**src/shared/rxfq_pkg.sv**
```systemverilog
package rxfq_pkg;

  // register port geometry
  localparam int ADDR_W = 12;
  localparam int DATA_W = 32;
  localparam int IDX_W = 16;
  localparam int PTR_NUM = 5;
  // index field gives address bits 17 to 2
  localparam int IDX_SHIFT = 2;

  // pointer slots, also the loop index
  localparam int LARGE_WRITE = 0;
  localparam int LARGE_READ = 1;
  localparam int LARGE_END = 2;
  localparam int SMALL_START = 3;
  localparam int SMALL_WRITE = 4;

  // register offsets
  localparam logic [ADDR_W-1:0] BASE_LO_OFS = 12'h290;
  localparam logic [ADDR_W-1:0] BASE_HI_OFS = 12'h294;
  localparam logic [PTR_NUM-1:0][ADDR_W-1:0] PTR_OFS = {12'h2ac, 12'h2a8, 12'h2a4, 12'h2a0, 12'h29c};

  // reset values
  localparam logic [IDX_W-1:0] IDX_RST = 16'h0000;
  localparam logic [DATA_W-1:0] BASE_RST = 32'h0000_0000;
  // unused upper half and unmapped reads return this
  localparam logic [DATA_W-1:0] RD_ZERO = 32'h0000_0000;
  // all four enables negated (active low)
  localparam logic [3:0] BE_NONE_N = 4'hf;

  // host register access, one cycle per request
  typedef struct packed {
    logic wr;
    logic rd;
    logic [ADDR_W-1:0] addr;
    logic [3:0] be_n;
    logic [DATA_W-1:0] wdata;
  } rxfq_req_t;

  typedef logic [PTR_NUM-1:0][DATA_W-1:0] rxfq_addr_vec_t;

endpackage

```
**src/rtl/rxfq_addr_calc.sv**
```systemverilog
// physical address of one queue element: base plus dword index
module rxfq_addr_calc (
  // operands
  input wire logic [rxfq_pkg::DATA_W-1:0] base_i,
  input wire logic [rxfq_pkg::IDX_W-1:0] index_i,
  // result
  output logic [rxfq_pkg::DATA_W-1:0] addr_o
);

  // index lands on bits 17..2; carry out of bit 31 wraps by design
  always_comb begin
    addr_o = base_i + {14'h0000, index_i, 2'h0};
  end

endmodule

```
**src/rtl/rxfq_ptr_regs.sv**
```systemverilog
// Functional notes
// RULE1: large write address is base plus index times four
// RULE2: large read address is base plus index times four
// RULE3: large end address is base plus index times four
// RULE4: small start address is base plus index times four
// RULE5: host initialises all pointers before queue use
// RULE6: host spaces same-register writes four clocks apart
// RULE7: index in low half, upper half unused
// RULE8: small write address is base plus index times four
// RULE9: host writes base dword aligned
// RULE10: base low half held until high half written
// RULE11: write updates all bits; no enables, no access
// RULE12: pointers reset to zero, upper writes ignored
module rxfq_ptr_regs (
  // clock and reset
  input wire logic mclk_i,
  input wire logic rst_n_i,
  // host register port
  input wire rxfq_pkg::rxfq_req_t req_i,
  output logic [rxfq_pkg::DATA_W-1:0] rd_data_o,
  output logic rd_valid_o,
  // to the transfer engine
  output logic [rxfq_pkg::DATA_W-1:0] queue_base_o,
  output rxfq_pkg::rxfq_addr_vec_t queue_addr_o
);

  typedef struct packed {
    logic [rxfq_pkg::DATA_W-1:0] base;
    logic [rxfq_pkg::IDX_W-1:0] base_lo_hold;
    logic [rxfq_pkg::PTR_NUM-1:0][rxfq_pkg::IDX_W-1:0] ptr;
    rxfq_pkg::rxfq_addr_vec_t phys;
    logic [rxfq_pkg::DATA_W-1:0] rdata;
    logic rvalid;
  } rxfq_state_t;

  rxfq_state_t st_q;
  rxfq_state_t st_d;
  logic [1:0] rst_sync_q;
  logic rst_n;
  logic access;
  rxfq_pkg::rxfq_addr_vec_t phys_calc;

  // reset release through two flops, assert stays asynchronous
  always_ff @(posedge mclk_i or negedge rst_n_i) begin
    if (!rst_n_i) begin
      rst_sync_q <= 2'h0;
    end else begin
      rst_sync_q <= {rst_sync_q[0], 1'b1};
    end
  end
  assign rst_n = rst_sync_q[1];

  // byte enables do not select lanes; all negated means no access
  assign access = (req_i.be_n != rxfq_pkg::BE_NONE_N); // RULE11

  // one adder per pointer against the shared base
  for (genvar i = 0; i < rxfq_pkg::PTR_NUM; i++) begin : g_addr
    rxfq_addr_calc u_calc (
      .base_i(st_q.base),
      .index_i(st_q.ptr[i]),
      .addr_o(phys_calc[i])
    );
  end

  // register writes, reads and address refresh
  always_comb begin
    st_d = st_q;
    st_d.rvalid = 1'b0;
    // addresses lag a write by two cycles, one behind the registers; engine must not sample mid-update
    st_d.phys = phys_calc; // RULE1 RULE2 RULE3 RULE4 RULE8
    if (req_i.wr && access) begin
      if (req_i.addr == rxfq_pkg::BASE_LO_OFS) begin
        st_d.base_lo_hold = req_i.wdata[15:0]; // RULE10
      end
      if (req_i.addr == rxfq_pkg::BASE_HI_OFS) begin
        st_d.base = {req_i.wdata[15:0], st_q.base_lo_hold}; // RULE10
      end
      for (int i = 0; i < rxfq_pkg::PTR_NUM; i++) begin
        if (req_i.addr == rxfq_pkg::PTR_OFS[i]) begin
          st_d.ptr[i] = req_i.wdata[15:0]; // RULE11 RULE12
        end
      end
    end
    if (req_i.rd && access) begin
      st_d.rvalid = 1'b1;
      st_d.rdata = rxfq_pkg::RD_ZERO;
      if (req_i.addr == rxfq_pkg::BASE_LO_OFS) begin
        st_d.rdata[15:0] = st_q.base_lo_hold;
      end
      if (req_i.addr == rxfq_pkg::BASE_HI_OFS) begin
        st_d.rdata[15:0] = st_q.base[31:16];
      end
      for (int i = 0; i < rxfq_pkg::PTR_NUM; i++) begin
        if (req_i.addr == rxfq_pkg::PTR_OFS[i]) begin
          st_d.rdata[15:0] = st_q.ptr[i]; // RULE7
        end
      end
    end
  end

  // state register, everything cleared at reset
  always_ff @(posedge mclk_i or negedge rst_n) begin
    if (!rst_n) begin
      st_q.base <= rxfq_pkg::BASE_RST;
      st_q.base_lo_hold <= rxfq_pkg::IDX_RST;
      st_q.ptr <= '0; // RULE12
      st_q.phys <= '0;
      st_q.rdata <= rxfq_pkg::RD_ZERO;
      st_q.rvalid <= 1'b0;
    end else begin
      st_q <= st_d;
    end
  end

  assign rd_data_o = st_q.rdata;
  assign rd_valid_o = st_q.rvalid;
  assign queue_base_o = st_q.base;
  assign queue_addr_o = st_q.phys;
endmodule

```
**config.mk**
```make
export PLATFORM = sky130hd
export DESIGN_NAME = rxfq_ptr_regs
export DESIGN_NICKNAME = d
export VERILOG_FILES = /design/src/shared/rxfq_pkg.sv /design/src/rtl/rxfq_addr_calc.sv /design/src/rtl/rxfq_ptr_regs.sv
export SDC_FILE = /design/constraint.sdc
export NUM_CORES = 1
export LEC_CHECK = 0
export BUFFER_PORTS_ARGS = -buffer_cell sky130_fd_sc_hd__buf_4
export CAP_MARGIN = 30
export CORE_MARGIN = 2
export CORE_UTILIZATION = 51
export DETAILED_ROUTE_END_ITERATION = 10
export MAX_ROUTING_LAYER = met4
export PLACE_DENSITY = 0.85
export SLEW_MARGIN = 10
export SYNTH_ARGS = -nofsm -noshare
export SYNTH_HDL_FRONTEND = slang
export SYNTH_SLANG_ARGS = --single-unit
```
**constraint.sdc**
```tcl
create_clock -name mclk_i -period 17.51 [get_ports mclk_i]
set_input_delay 1.751 -clock mclk_i [delete_from_list [all_inputs] [get_ports mclk_i]]
set_output_delay 1.751 -clock mclk_i [all_outputs]
set_load 0.05 [all_outputs]
```
==> key figures <==
Place
  – Post-place instance area: 0.0174 mm²
  – Final HPWL DP: 32.5 mm
  – Port Buf Inserts: between 200 and 250
  – RD Place Congestion: 0.952

STA
  – Setup violators final: 0
  – Setup_tns: 0 ns
  – Slew Limit Headroom: between 30% and 40%
  – Final min period: 4.30 ns
  – F_max: between 200 and 250 MHz
  – Period utilization: 24.5%
  – Worst Max-Slew Pin Slew: 0.967 ns
  – Hold violation total from the final report: 0
  – WHS: 0.353 ns
  – Max Slew Vio Count: 0
  – RSZ-0062 raised after global routing: false
  – Clock Skew: 0.0267 ns

Worst setup path
  – Crit path max fanout: 19
  – Setup crit start: req_i[44]
  – Reg2reg start: queue_base_o[3]$_DFFE_PN0P_
  – R2R setup slack: 14.11 ns
  – Critical path startpoint category: input port
  – Crit. End Element: flop
  – Crit Reg-Reg Endpoint: queue_addr_o[116]$_DFF_PN0_
  – Kind of critical path: input port to flop
  – FF-to-FF path depth: 9
  – Req. time, crit path: 17.95 ns
  – CP arrival: about 4.7 ns

Yosys
  – Post-synth top area share: approximately 45%
  – Post-synth EDFFs: 0
  – Post-synthesis sequential area ratio: 44.5%
  – FF+latch count, synth: 299
  – Post-synth top area cell: dfrtp_1
  – Synth Area in Adders: 6.55%
  – Synth warn: 0
  – Post-synth cell types: between 70 and 80
  – Avg Inst Size Synth: 10.9 µm²
  – Synth async-reset ratio: 100%
  – Area contributors post-synth: dfrtp_1 45%, buf_4 10%, mux2_2 8.7%, ha_1 6.0%, xnor2_1 4.3%
  – Compound-Gate Fraction of Synth Area: 11.9%
  – Synth Area in XOR/XNOR: 6.72%
  – Largest family of logic cells by synthesized area: buffers and inverters
  – Cell count after synthesis: about 1500
  – Simple-Gate Fraction of Synth Area: 8.75%
  – Mapped Area: roughly 0.017 mm²
  – Mux contribution to synthesized area: a little under a tenth
  – Synth Flop Type: dfrtp_1

Pwr
  – Max IR drop VDD: 71.4 µV
  – P per Cell Area: 78.0 mW/mm²
  – Leak Pwr: 9.57 nW

Detailed routing
  – Drt via density: 5.72
  – Drt first pass iters: 5
  – Met3 wire len: 2.69 mm
  – Top Layer Used: met4
  – Wl on met1: 18.0 mm
  – Wirelength per Cell: 21.5 µm
  – ANT nets after route: 0
  – Vias post-DR: 11673
  – Iter 0 DRT Violations: 847
  – DRC viols: 0
  – Met2 wire len: ~21 mm
  – Wirelength, routed: 43.8 mm

Clock tree
  – Worst-Skew Late Latency: 0.58 ns
  – Clock root cell: clkbuf_16
  – H-tree levels: 1
  – CTS Hold Buffers Added: 0
  – CTS tree: built
  – Max clock buf depth: 3
  – Inserted Clock Buffers: 31
  – Number of setup buffers added after CTS: 0
  – Resized cells post-CTS: 0
  – Sink Count: 299
  – Reg clk slew, reported paths: 0.06 ns

Layout
  – Diodes inserted: 0
  – # nets final: 1712
  – Share of cells above drive strength 1: just under 30%
  – Multi-input gate area: 0.00736 mm²
  – Most frequent cells in the layout: 298 x dfrtp_1, 254 x buf_4, 130 x mux2_2
  – Design area: 0.0185 mm²
  – Layout filler cell count: approximately 2700
  – Commonest non-fill, non-tap cell in the layout: dfrtp_1
  – Register Area: 0.00749 mm²
  – Area growth, synth to finish: 10.1%

GRT
  – First-pass GRT wire length: 66.2 mm
  – Global Route Usage Sum: 25.8%
  – Initial antenna violation count: 0
  – Largest net degree at the start of global routing: 174
  – Vias in the first global route: between 10000 and 15000
  – GRT overflow: 0

Job
  – Max-cap check violation count: 0

Floorplanning
  – Starting density of the core: 51.7%
  – Die area: 0.0344 mm²
  – Die X-Extent: 186 µm
  – Num ports: 277
  – Core area: 0.0325 mm²
  – Core Rows: 66
  – Chip height: 186 µm

Min path
  – Hold Path Class: flop to asynchronous set/reset pin

Status
  – Status: finished, final reports clean
==> state kept, by name (all words and copies together), names as in the netlist <==
| signal | cells |
|---|---|
| rd_valid_o | 1 |
| rst_sync_q | 2 |
| st_q | 96 |
| queue_base_o | 32 |
| queue_addr_o | 152 |
| rd_data_o | 16 |
==> per-stage QoR <==
stage | worst slack (ns) | util (%) | total power [W] | cells
floorplan | 8.56 | - | 0.000777 | 1557
global placement | 12.39 | 53.5 | 0.000798 | 1979
detailed placement | 12.33 | 53.6 | 0.000799 | 1981
CTS | 12.92 | 56.7 | 0.00145 | 2036
global route | 13.09 | 56.9 | 0.00149 | 2039
finish | 13.21 | 56.9 | 0.00144 | 2039
==> cells by family after synthesis <==
kind of cell	count (synthesis)
AOI/OAI and AO/OA	300
and+or+nand+nor	291
DFF	299
adders and majority gates	85
buffers and inverters	297
muxes	139
other	2
xor gates and xnor gates	129
==> report_power, final <==
| group | total, W | internal [W] | switching, W |
|---|---|---|---|
| Sequential | 0.000704 | 0.000697 | 0.00000660 |
| Clock | 0.000657 | 0.000379 | 0.000277 |
| Combinational | 0.0000833 | 0.0000214 | 0.0000618 |
| Total | 0.00144 | 0.00110 | 0.000346 |
==> synthesized netlist by cell type, drive strengths merged, types with 5 or more instances <==
master    n
xnor2    82
ha       80
o211ai   12
nor2b    14
and2      7
fa        5
o31ai     5
a211oi   23
clkbuf   25
a211o     5
a21o     20
dfrtp   299
o22ai    17
nand2    83
a221oi   16
buf     249
a31oi    18
nand3b    5
o21ai    60
mux2    138
a21oi    68
nand3    19
o21a     15
o21bai    9
nand4     6
nor2     80
nand2b   10
a31o      6
nor3     34
xor2     47
inv      23
and3     14
==> per-layer routing <==
layer	vias to the layer above	GRT usage (%)
met5	-	-
met4	0	9.54
met3	110	3.29
met2	483	42.9
met1	5815	32.5
li1	5265	-
==> worst max-delay path by stage <==
stage	to	slack, ns
after floorplan	queue_addr_o[100]$_DFF_PN0_	8.56
after global placement	st_q[247]$_DFFE_PN0P_	12.39
after detailed placement	st_q[245]$_DFFE_PN0P_	12.33
after CTS	st_q[245]$_DFFE_PN0P_	12.92
after global routing	st_q[243]$_DFFE_PN0P_	13.09
final	st_q[256]$_DFFE_PN0P_	13.21
==> final cells by class <==
class / count / area share, %
inverters: 23 / 0.466
well taps: 442 / 2.99
repair buffers: 259 / 10.9
multi-input cells: 961 / 39.8
clock inverters: 12 / 0.690
flip-flops and latches: 299 / 40.5
clock buffers: 43 / 4.76
==> critical path, stage by stage <==
cell     delay (ns)
buf_4          0.12
nor4b_4        0.32
and4b_1        0.82
and3_1         0.77
and2b_1        0.40
buf_16         0.21
mux2_2         0.34
(Power assumes the default switching activity.)
